## src/rtl/xcvr_pwr_pkg.sv

```systemverilog
// package: channel counts, timing constants and carrier types for the transceiver power control
package xcvr_pwr_pkg;
  localparam int unsigned CLK_HZ = 50_000_000;
  localparam int unsigned NUM_TX = 5;
  localparam int unsigned NUM_RX = 3;
  // inactivity time in seconds and its count of cycles
  localparam int unsigned IDLE_SEC = 30;
  localparam longint unsigned IDLE_CYCLES = longint'(IDLE_SEC) * longint'(CLK_HZ);
  // invalid-level time in microseconds, least time rounds up
  localparam int unsigned INVALID_US = 60;
  localparam int unsigned INVALID_CYCLES = (INVALID_US * (CLK_HZ / 1_000_000)) + 1;
  // valid-level recovery in microseconds
  localparam int unsigned VALID_US = 1;
  localparam int unsigned VALID_CYCLES = VALID_US * (CLK_HZ / 1_000_000);
  localparam int unsigned FIFO_DEPTH = 8;

  // operating modes
  typedef enum logic [1:0] {
    MODE_ACTIVE,
    MODE_AUTO_DOWN,
    MODE_MANUAL_DOWN
  } pwr_mode_t;

  // synchronised inputs that travel together
  typedef struct packed {
    logic [NUM_TX-1:0] tx;
    logic [NUM_RX-1:0] rx;
    logic [NUM_RX-1:0] rx_valid;
    logic monitor;
  } line_in_t;
endpackage : xcvr_pwr_pkg

```

## src/rtl/sync_fifo.sv

```systemverilog
// file: small synchronous fifo with valid and ready on both sides
`timescale 1ns/10ps
module sync_fifo #(
  parameter int unsigned WIDTH = 8,
  parameter int unsigned DEPTH = 8
) (
  // clock and reset
  input wire logic core_clk,
  input wire logic rstn,
  // fill side
  input wire logic in_valid,
  output logic in_ready,
  input wire logic [WIDTH-1:0] in_data,
  // drain side
  output logic out_valid,
  input wire logic out_ready,
  output logic [WIDTH-1:0] out_data
);
  localparam int unsigned AW = (DEPTH > 1) ? $clog2(DEPTH) : 1;

  typedef struct packed {
    logic [AW-1:0] wr_ptr;
    logic [AW-1:0] rd_ptr;
    logic [AW:0] count;
  } fifo_state_t;

  fifo_state_t st;
  fifo_state_t next_st;
  logic [WIDTH-1:0] mem [DEPTH];
  logic push;
  logic pop;

  // =====================================================
  // pointer and count update
  assign push = in_valid && in_ready;
  assign pop = out_valid && out_ready;
  assign in_ready = (st.count != (AW+1)'(DEPTH));
  assign out_valid = (st.count != '0);
  assign out_data = mem[st.rd_ptr];

  always_comb begin
    next_st = st;
    if (push) begin
      next_st.wr_ptr = (st.wr_ptr == AW'(DEPTH - 1)) ? '0 : st.wr_ptr + 1'b1;
    end
    if (pop) begin
      next_st.rd_ptr = (st.rd_ptr == AW'(DEPTH - 1)) ? '0 : st.rd_ptr + 1'b1;
    end
    if (push && !pop) begin
      next_st.count = st.count + 1'b1;
    end else if (pop && !push) begin
      next_st.count = st.count - 1'b1;
    end
  end

  always_ff @(posedge core_clk or negedge rstn) begin
    if (!rstn) begin
      st <= '0;
    end else begin
      st <= next_st;
    end
  end

  // storage is not reset, only the pointers matter
  always_ff @(posedge core_clk) begin
    if (push) begin
      mem[st.wr_ptr] <= in_data;
    end
  end
endmodule : sync_fifo

```

## src/rtl/serial_transceiver_power_control.sv

```systemverilog
// file: powerdown and channel-enable control for a multi-channel serial line transceiver
`timescale 1ns/10ps
// What this block does
// enabled transmitter drives inverse of its input
// any powerdown tri-states every transmitter output
// undriven transmitter input keeps its last level
// host may toggle one input at 250kbps
// standard receivers invert and can tri-state
// monitor receiver non-inverting, always enabled
// inverting receivers off only in manual powerdown
// auto mode: transmitters on after recent edge
// both force inputs high: always fully active
// low shutdown input forces manual powerdown
// host holds active input high for manual-only
// host may drive only the shutdown input
// tied force inputs act as one shutdown
// powerdown turns off the charge pump
// force inputs from flag: active while valid
// host disables receivers into dead peripherals
// flag low after 60us of invalid levels
// flag high 1us after valid level seen
// any input edge wakes from auto powerdown
// timer stays expired after any powerdown entry
// every input edge restarts inactivity timer
// edge detection uses synchronised input copies
module serial_transceiver_power_control
  import xcvr_pwr_pkg::*;
#(
  parameter int unsigned N_TX = NUM_TX,
  parameter int unsigned N_RX = NUM_RX,
  parameter longint unsigned IDLE_COUNT = IDLE_CYCLES,
  parameter int unsigned INVALID_COUNT = INVALID_CYCLES,
  parameter int unsigned VALID_COUNT = VALID_CYCLES,
  parameter int unsigned TX_FIFO_DEPTH = FIFO_DEPTH
) (
  // clock and reset
  input wire logic core_clk,
  input wire logic rstn,
  // power control pins
  input wire logic force_active_in,
  input wire logic force_shutdown_in,
  // transmitter logic inputs with drive indication
  input wire logic [N_TX-1:0] tx_in,
  input wire logic [N_TX-1:0] tx_in_driven,
  // transmitter line outputs, oe low while driving
  output logic [N_TX-1:0] tx_line_out,
  output logic [N_TX-1:0] tx_line_oe_n,
  // receiver line inputs and valid-level detectors
  input wire logic [N_RX-1:0] rx_line_in,
  input wire logic [N_RX-1:0] rx_level_valid,
  input wire logic monitor_rx_line_in,
  input wire logic monitor_rx_level_valid,
  // receiver logic outputs, oe low while driving
  output logic [N_RX-1:0] rx_out,
  output logic [N_RX-1:0] rx_out_oe_n,
  output logic monitor_rx_out,
  // status
  output logic no_valid_level_flag,
  output logic charge_pump_en,
  output logic [1:0] power_mode,
  // transmitter stream: sampled inputs enter a fifo
  output logic tx_fifo_ready
);
  localparam int unsigned IW = 64;
  localparam int unsigned VW = $clog2(INVALID_COUNT + 1) + 1;

  typedef struct packed {
    logic [N_TX-1:0] tx_s1;
    logic [N_TX-1:0] tx_s2;
    logic [N_TX-1:0] drv_s1;
    logic [N_TX-1:0] drv_s2;
    logic [N_TX-1:0] tx_hold;
    logic [N_TX-1:0] tx_prev;
    logic [N_RX:0] rx_s1;
    logic [N_RX:0] rx_s2;
    logic [N_RX:0] rx_prev;
    logic [N_RX:0] vld_s1;
    logic [N_RX:0] vld_s2;
    logic [IW-1:0] idle_cnt;
    logic idle_expired;
    logic fa_prev;
    logic [VW-1:0] inv_cnt;
    logic [VW-1:0] val_cnt;
    logic flag;
    pwr_mode_t mode;
    logic [N_TX-1:0] tx_line;
    logic [N_TX-1:0] tx_oe_n;
    logic [N_RX-1:0] rx_o;
    logic [N_RX-1:0] rx_oe_n;
    logic mon;
    logic pump;
  } ctl_state_t;

  ctl_state_t st;
  ctl_state_t next_st;

  // fifo between sampled transmitter data and the line drivers
  logic fifo_in_ready;
  logic fifo_out_valid;
  logic [N_TX-1:0] fifo_out_data;
  logic tx_enabled;

  // any bit set in a vector; used for edges and valid levels alike
  function automatic logic any_set(input logic [N_TX+N_RX:0] v);
    any_set = |v;
  endfunction : any_set

  sync_fifo #(
    .WIDTH(N_TX),
    .DEPTH(TX_FIFO_DEPTH)
  ) u_tx_fifo (
    .core_clk(core_clk),
    .rstn(rstn),
    .in_valid(st.tx_hold != st.tx_prev),
    .in_ready(fifo_in_ready),
    .in_data(st.tx_hold),
    .out_valid(fifo_out_valid),
    .out_ready(tx_enabled),
    .out_data(fifo_out_data)
  );

  assign tx_enabled = (st.mode == MODE_ACTIVE);

  // =====================================================
  // next-state logic
  always_comb begin
    logic edge_seen;
    logic any_valid;
    logic manual;
    logic [N_TX-1:0] tx_edges;
    logic [N_RX:0] rx_edges;
    edge_seen = 1'b0;
    any_valid = 1'b0;
    manual = 1'b0;
    tx_edges = '0;
    rx_edges = '0;
    next_st = st;

    // two-flop synchronisers; only stage two is looked at
    next_st.tx_s1 = tx_in;
    next_st.tx_s2 = st.tx_s1;
    // drive indication rides the same two stages, so it always qualifies the matching data
    next_st.drv_s1 = tx_in_driven;
    next_st.drv_s2 = st.drv_s1;
    next_st.rx_s1 = {monitor_rx_line_in, rx_line_in};
    next_st.rx_s2 = st.rx_s1;
    next_st.vld_s1 = {monitor_rx_level_valid, rx_level_valid};
    next_st.vld_s2 = st.vld_s1;
    next_st.rx_prev = st.rx_s2;
    next_st.fa_prev = force_active_in;

    // keeper: floating inputs retain their last driven level
    for (int i = 0; i < N_TX; i++) begin
      if (st.drv_s2[i]) begin
        next_st.tx_hold[i] = st.tx_s2[i];
      end
    end
    // tx_prev tracks what the fifo has accepted, so back-pressure holds the edge
    if (fifo_in_ready) begin
      next_st.tx_prev = st.tx_hold;
    end

    // edge detection on synchronised copies
    tx_edges = st.tx_hold ^ st.tx_prev;
    rx_edges = st.rx_s2 ^ st.rx_prev;
    edge_seen = any_set({tx_edges, rx_edges});
    any_valid = any_set({{N_TX{1'b0}}, st.vld_s2});

    // inactivity timer: restart on an edge, stay expired once set
    if (edge_seen) begin
      next_st.idle_cnt = '0;
      next_st.idle_expired = 1'b0;
    end else if (force_active_in && !st.fa_prev) begin
      next_st.idle_cnt = '0;
      next_st.idle_expired = 1'b0;
    end else if (!st.idle_expired) begin
      if (st.idle_cnt >= IW'(IDLE_COUNT - 1)) begin
        next_st.idle_expired = 1'b1;
      end else begin
        next_st.idle_cnt = st.idle_cnt + 1'b1;
      end
    end
    // entering any powerdown leaves the timer timed out
    if (st.mode != MODE_ACTIVE && !edge_seen && !(force_active_in && !st.fa_prev)) begin
      next_st.idle_expired = 1'b1;
    end

    // invalid-level flag, runs in every mode
    if (any_valid) begin
      next_st.inv_cnt = '0;
      if (st.val_cnt >= VW'(VALID_COUNT)) begin
        next_st.flag = 1'b1;
      end else begin
        next_st.val_cnt = st.val_cnt + 1'b1;
      end
    end else begin
      next_st.val_cnt = '0;
      if (st.inv_cnt >= VW'(INVALID_COUNT)) begin
        next_st.flag = 1'b0;
      end else begin
        next_st.inv_cnt = st.inv_cnt + 1'b1;
      end
    end

    // mode decision; shutdown overrides, tied pins behave as one shutdown
    manual = !force_shutdown_in;
    if (manual) begin
      next_st.mode = MODE_MANUAL_DOWN;
    end else if (force_active_in) begin
      next_st.mode = MODE_ACTIVE;
    end else if (edge_seen || !next_st.idle_expired) begin
      next_st.mode = MODE_ACTIVE;
    end else begin
      next_st.mode = MODE_AUTO_DOWN;
    end

    // output drive
    case (next_st.mode)
      MODE_ACTIVE: begin
        next_st.tx_oe_n = '0;
        next_st.rx_oe_n = '0;
        next_st.pump = 1'b1;
      end
      MODE_AUTO_DOWN: begin
        next_st.tx_oe_n = '1;
        next_st.rx_oe_n = '0;
        next_st.pump = 1'b0;
      end
      MODE_MANUAL_DOWN: begin
        next_st.tx_oe_n = '1;
        next_st.rx_oe_n = '1;
        next_st.pump = 1'b0;
      end
      default: begin
        next_st.tx_oe_n = '1;
        next_st.rx_oe_n = '1;
        next_st.pump = 1'b0;
      end
    endcase
    // transmitters invert the data drained from the fifo
    if (fifo_out_valid && tx_enabled) begin
      next_st.tx_line = ~fifo_out_data;
    end
    next_st.rx_o = ~st.rx_s2[N_RX-1:0];
    next_st.mon = st.rx_s2[N_RX];
  end

  // =====================================================
  // state register; all outputs but tx_fifo_ready come off these flops
  always_ff @(posedge core_clk or negedge rstn) begin
    if (!rstn) begin
      st <= '0;
      st.tx_line <= '1;
      st.tx_oe_n <= '1;
      st.rx_oe_n <= '1;
      st.mode <= MODE_MANUAL_DOWN;
    end else begin
      st <= next_st;
    end
  end

  assign tx_line_out = st.tx_line;
  assign tx_line_oe_n = st.tx_oe_n;
  assign rx_out = st.rx_o;
  assign rx_out_oe_n = st.rx_oe_n;
  assign monitor_rx_out = st.mon;
  assign no_valid_level_flag = st.flag;
  assign charge_pump_en = st.pump;
  assign power_mode = st.mode;
  assign tx_fifo_ready = fifo_in_ready;
endmodule : serial_transceiver_power_control

```

## config.mk

```make
export PLATFORM = sky130hd
export DESIGN_NAME = serial_transceiver_power_control
export DESIGN_NICKNAME = d
export VERILOG_FILES = /design/src/rtl/xcvr_pwr_pkg.sv /design/src/rtl/sync_fifo.sv /design/src/rtl/serial_transceiver_power_control.sv
export SDC_FILE = /design/constraint.sdc
export NUM_CORES = 1
export LEC_CHECK = 0
export BUFFER_PORTS_ARGS = -buffer_cell sky130_fd_sc_hd__clkbuf_2
export CAP_MARGIN = 30
export CORE_ASPECT_RATIO = 1.4
export CORE_MARGIN = 8
export CORE_UTILIZATION = 35
export DETAILED_ROUTE_END_ITERATION = 16
export PLACE_DENSITY = 0.62
export RECOVER_POWER = 100
export SLEW_MARGIN = 20
export SYNTH_ARGS = -nofsm -noshare
export SYNTH_HDL_FRONTEND = slang
export SYNTH_SLANG_ARGS = --single-unit
export TNS_END_PERCENT = 20
```

## constraint.sdc

```tcl
create_clock -name core_clk -period 2.9 [get_ports core_clk]
set_input_delay 0.145 -clock core_clk [delete_from_list [all_inputs] [get_ports core_clk]]
set_output_delay 0.145 -clock core_clk [all_outputs]
set_load 0.02 [all_outputs]
```

=== Word-level counts from Yosys, hierarchy flattened ===
Memory sizes are Yosys's and may differ from the RTL's.
Cells that the tools add are included.

* RAM bits: 40
* Memories kept: 1
* Flip-flop bits (word level): 173
* Output and inout port bits: 22

* Order comparisons: 3
* Add/sub/neg operators: 7
* Reductions and logical operators: 25
* Mux-type cells: 23
* Eq/ne operators: 10
* Bitwise gates (word level): 4

{| class="wikitable"
|+ Memory list
! memory !! words !! bits a word !! rd ports !! clocked after Yosys merged registers in !! write ports !! line !! text
|-
| u_tx_fifo.mem || 8 || 5 || 1 || 0 || 1 || sync_fifo.sv:29 || <nowiki>logic [WIDTH-1:0] mem [DEPTH];</nowiki>
|}

{| class="wikitable"
|+ Operators by type and width
! cell !! number
|-
| $mux W65 || 3
|-
| $add A64 B1 Y64 const B || 1
|-
| $ge A64 B31 Y1 const B || 1
|-
| $mux W64 || 1
|-
| $mux W27 || 1
|-
| $add A13 B1 Y13 const B || 2
|-
| $mux W13 || 2
|-
| $ge A13 B12 Y1 const B || 1
|-
| $ge A13 B6 Y1 const B || 1
|-
| $mux W1 || 9
|-
| $mux W3 || 3
|-
| $reduce_or A9 Y1 || 1
|-
| $mux W4 || 2
|-
| $logic_and A1 B1 Y1 || 7
|-
| $add A3 B1 Y3 const B || 2
|-
| $eq A3 B3 Y1 const B || 2
|-
| $logic_not A1 Y1 || 6
|-
| $reduce_bool A2 Y1 || 3
|-
| $mux W5 || 1
|-
| $ne A5 B5 Y1 || 1
|-
| $not A5 Y5 || 1
|-
| $xor A5 B5 Y5 || 1
|-
| $add A4 B1 Y4 const B || 1
|-
| $logic_not A2 Y1 || 2
|-
| other kinds (15) || 17
|}

=== Longest topological paths before layout ===
* Depth after elaboration: 14
* Gate-level depth with buffers: 12
* Mapped depth without buffers: 12

=== Cells and area by module ===
A second synthesis with hierarchy kept.

* Cells, all modules: 659
* Area, all modules: 8584.5 µm²

{| class="wikitable"
|+ Modules (own cells, without submodules)
! module !! area an instance (µm²) !! cells each !! instances
|-
| serial_transceiver_power_control || 6369.9 || 537 || 1
|-
| sync_fifo || 2214.6 || 122 || 1
|}

=== Worst setup path after synthesis ===
Ideal clock, no wire load.

* Path kind: register -> register
* Start: register u_tx_fifo.st[0] in the netlist's numbering
* End: register u_tx_fifo.st[3] in the netlist's numbering
* Buffers on the path: 0
* Required time: 2.775 ns
* Cell stages (with the launch flop): 12
* Setup slack: 0.313 ns
* Clock period less this slack: 2.587 ns
* Data arrival time: 2.462 ns
* Setup time: 0.125 ns
* Cells stage by stage: dfrtp_1 > nor4_1 > nor3_1 > inv_1 > ha_1 > inv_1 > ha_1 > a21o_1 > a21oi_1 > xnor2_1 > nor2_1 > xor2_1

* Word-level cells in the longest chain between the ends: 5
* Elaborated cells between the ends (all ways): 13
* Those cells by class: 2 x add/sub; 1 x eq/ne; 2 x mux; 8 x reduce/logical

{| class="wikitable"
|+ RTL lines
! item !! line !! text
|-
| start, declared || sync_fifo.sv:27 || <nowiki>fifo_state_t st;</nowiki>
|-
| start signal, assigned || sync_fifo.sv:60 || <nowiki>st <= next_st;</nowiki>
|-
| parallel branches: the longest is 5 deep, another holds $sub A4 B1 Y4 || - ||
|}

Parallel ways; which one is timed is not known. The select of a mux whose other input is x is not followed.
A chain may end at the register's enable or synchronous reset.

=== Final worst setup path ===
* Start: register st[57] in the netlist's numbering
* End: register st[62] in the netlist's numbering

* Word-level cells in the longest chain between the ends: 5
* Elaborated cells between the ends (all ways): 8
* Those cells by class: 1 x add/sub; 1 x order compare; 1 x eq/ne; 4 x mux; 1 x reduce/logical

{| class="wikitable"
|+ RTL lines
! item !! line !! text
|-
| start, declared || serial_transceiver_power_control.sv:94 || <nowiki>ctl_state_t st;</nowiki>
|-
| start signal, assigned || serial_transceiver_power_control.sv:258 || <nowiki>st <= next_st;</nowiki>
|-
| $add A64 B1 Y64 || serial_transceiver_power_control.sv:180 || <nowiki>next_st.idle_cnt = st.idle_cnt + 1'b1;</nowiki>
|-
| $mux W64 || serial_transceiver_power_control.sv:177 || <nowiki>if (st.idle_cnt >= IW'(IDLE_COUNT - 1)) begin</nowiki>
|-
| $mux W65 || serial_transceiver_power_control.sv:176 || <nowiki>end else if (!st.idle_expired) begin</nowiki>
|-
| $mux W65 || serial_transceiver_power_control.sv:173 || <nowiki>end else if (force_active_in && !st.fa_prev) begin</nowiki>
|-
| $mux W65 || serial_transceiver_power_control.sv:170 || <nowiki>if (edge_seen) begin</nowiki>
|}

Several ways; a longest one is shown, not always the timed one. The select of a mux whose other input is x is not followed.

==> results.sh <==
export IMPL_dr_pass1_iters=4
export IMPL_grt_pass1_wl_um=25730
export IMPL_synth_cells=624
export IMPL_synth_area_mm2=0.008258
export IMPL_power_frac_comb_pct=16.6
export IMPL_grt_max_degree=61
export IMPL_max_slew_margin_pct=-49.21
export IMPL_path_max_fanout=20
export IMPL_crit_buf_inv=1
export IMPL_cp_cell_sequence="a41oi_1 -> o2111ai_1 -> o2111ai_2 -> nand3_1 -> buf_4 -> or4_1 -> a21oi_1"
export IMPL_hold_path_class="primary input to register"
export IMPL_cts_path_max_buffers=3
export IMPL_ys_warn_count=0
export IMPL_crit_type="register to register"
export IMPL_clk_latency_ns=0.49
export IMPL_max_freq_ghz=0.3871
export IMPL_crit_required_ns=3.31
export IMPL_peakVddDrop_v=0.0005225
export IMPL_p_sw_share_pct=27.13
export IMPL_synth_edff_count=40
export IMPL_rows=66
export IMPL_rrSetupSlack_ns=0.32
export IMPL_cp_depth=7
export IMPL_overflow=0
export IMPL_p_leak_nw=3.883
export IMPL_status="complete, but fails checks"
export IMPL_die_w_um=145.8
export IMPL_yosysSeqAreaShare_pct=64.97
export IMPL_p_switching_mw=2.011
export IMPL_r2r_start="st[57]"
export IMPL_drt_first_iter_violations=223
export IMPL_holdPathEnd="next_st[146]"
export IMPL_grt_antenna_before_repair=0
export IMPL_insertedDiodeCount=0
export IMPL_fin_nets=732
export IMPL_syn_to_final_growth_pct=15.80
export IMPL_crit_slowest_cell="or4_1"
export IMPL_drv_cap=1
export IMPL_gp_congestion=0.7755
export IMPL_cp_top_family="compound AO/OA/AOI/OAI gates"
export IMPL_power_mw=7.413
export IMPL_cts_sinks=206
export IMPL_p_int_mw=5.402
export IMPL_postLayoutSetupSlackWorst_ns=0.3169
export IMPL_endpoint_kind="register"
export IMPL_cts_root_buffer="clkbuf_16"
export IMPL_synthFlopType="dfrtp_1"
export IMPL_ant_nets=0
export IMPL_synth_async_reset_ratio_pct=80.58
export IMPL_track_usage_pct=10.65
export IMPL_dp_hpwl_um=9850
export IMPL_rsz0062_at_grt="false"
export IMPL_grt_pass1_vias=5263
export IMPL_cts_tree="done"
export IMPL_ys_seq_elements=206
export IMPL_critPathMaxStageDelay_ns=0.51
export IMPL_viasPerCell=4.841
export IMPL_cts_max_level=1
export IMPL_postCtsSetupBuffers=0
export IMPL_hold_path_cell_count=2
export IMPL_post_route_min_period_ns=2.583
export IMPL_synth_area_leaders="dfrtp_1, edfxtp_1, and2_1"
export IMPL_synth_area_leader_cell="dfrtp_1"
export IMPL_final_layout_size_suffix_gt1_share_pct=13.62
export IMPL_totalWireLength_um=14830
export IMPL_hold_start="tx_in_driven[3]"
export IMPL_syn_avg_cell_area_um2=13.23
export IMPL_io_pins=44
export IMPL_power_frac_clock_pct=33.4
export IMPL_ys_types=49
export IMPL_drcViolationCount=0
export IMPL_core_mm2=0.02320
export IMPL_post_drt_wl_per_cell_um=14.57
export IMPL_slew_viol_final=41
export IMPL_syn_nets=659
export IMPL_holdWs_ns=0.2944
export IMPL_numCtsBuffers=21
export IMPL_violations="max-capacitance violations, max-slew violations"
export IMPL_io_buffers=43
export IMPL_post_cts_resized=0
export IMPL_dp_slack_ns=0.3359
export IMPL_dieHeight_um=197.7
export IMPL_timing_rr_end="st[62]"
export IMPL_setup_tns_ns=0
export IMPL_dieArea_mm2=0.02884
export IMPL_cp_arrival_ns=2.99
export IMPL_clk_pin_slew_ns=0.06
export IMPL_p_seq_share_pct=50.0
export IMPL_nFillCells=2144
export IMPL_setup_violations=0
export IMPL_vias=4928
export IMPL_ff2ff_path_depth=7
export IMPL_fin_skew_ns=0.01345
export IMPL_power_density_mw_per_mm2=775.2
export IMPL_start_kind="register"
export IMPL_hold_violations=0
export IMPL_post_route_period_util_pct=89.07
export IMPL_start_util_pct=35.59
export IMPL_synth_top_area_share_pct=47.88
export IMPL_tightest_slew_ns=2.238
[power by group through the flow]
stage	Combinational [mW]	Sequential, mW	Clock (mW)
after floorplan	1.03	3.62	0
after global placement	1.28	3.75	0
after global routing	1.38	3.77	2.67
after CTS	1.32	3.72	2.56
after detailed placement	1.29	3.77	0
final	1.23	3.70	2.48
[cells in the final DEF, fill, tap and decap left out, types with 21 or more instances in the layout]
cell,Yosys,layout
a21oi_1,28,28
nor2_1,36,36
edfxtp_1,40,40
dlygate4sd3_1,0,21
clkbuf_16,0,21
and2_0,0,25
nand2_1,23,23
dfrtp_1,158,158
clkbuf_1,10,42
[through the flow]
step	instances	instance area, um^2	util (%)
after global routing	1018	9563	41.21
after global placement	959	8825	38.03
after CTS	1018	9673	41.69
after detailed placement	959	8825	38.03
after floorplan	624	8258	-
final	1018	9563	41.21
[worst register-to-register path, cell delays in order (launching register included)]
cell	delay [ns]
dfrtp_1	0.46
a41oi_1	0.29
o2111ai_1	0.16
o2111ai_2	0.35
nand3_1	0.30
buf_4	0.29
or4_1	0.51
a21oi_1	0.15
[synthesized netlist by cell type, types with 8 or more instances]
library cell / count
or4_1: 18
nor2_1: 36
xnor2_1: 11
xor2_1: 20
nor4_1: 14
mux2_2: 20
o31ai_1: 15
nor3_1: 10
o21ai_0: 18
dfrtp_1: 158
or3_1: 13
edfxtp_1: 40
buf_4: 18
ha_1: 12
mux4_2: 10
nand3_1: 10
and2_1: 41
dfstp_2: 8
inv_1: 19
nand2_1: 23
clkbuf_1: 10
a21oi_1: 28
nand4_1: 20
[layout make-up]
| type | instances | area [um^2] | share of cell area [%] |
|---|---|---|---|
| Timing Repair Buffer | 85 | 509.2 | 5.325 |
| Clock inverter | 12 | 73.82 | 0.7719 |
| Tap cell | 306 | 382.9 | 4.004 |
| Multi-Input combinational cell | 364 | 2596 | 27.15 |
| Clock buffer | 26 | 564.3 | 5.901 |
| Inverter | 19 | 71.32 | 0.7458 |
| Sequential cell | 206 | 5365 | 56.10 |
[metal layers]
layer,GRT usage [%],routed length [um]
met1,13.09,6508
met3,2.125,672
met4,3.248,293
met5,0,0
met2,18.56,7354
[logic make-up after synthesis]
family	Yosys count	synth area share, %
compound gates	78	5.848
xor+xnor	31	3.288
fa+ha+maj	13	2.061
buf+inv	54	3.455
flops	206	64.97
mux	35	6.061
simple gates	207	14.32
[how the worst max path moves through the flow]
stage | endpoint | slack, ns | start
6_report | st[62] | 0.32 | st[57]
5_1_grt | st[64] | 0.06 | st[48]
4_1_cts | u_tx_fifo.st[3] | 0.31 | st[139]
3_5_place_dp | u_tx_fifo.st[3] | 0.34 | st[139]
3_3_place_gp | u_tx_fifo.st[3] | 0.37 | st[139]
2_1_floorplan | u_tx_fifo.st[3] | 0.31 | u_tx_fifo.st[0]
[timing repair]
| action | CTS | global route |
|---|---|---|
| hold endpoints to repair | 119 | 0 |
| setup endpoints to repair | 0 | 0 |
| hold buffers | 21 | 0 |
[sequential cells by signal, summed over array words and instances (netlist names)]
name	cells
st	119
u_tx_fifo.mem	40
next_st	22
u_tx_fifo.st	10
tx_line_out	5
rx_out	3
power_mode	2
charge_pump_en	1
monitor_rx_out	1
no_valid_level_flag	1
rx_out_oe_n	1
tx_line_oe_n	1
(Power assumes the default switching activity.)
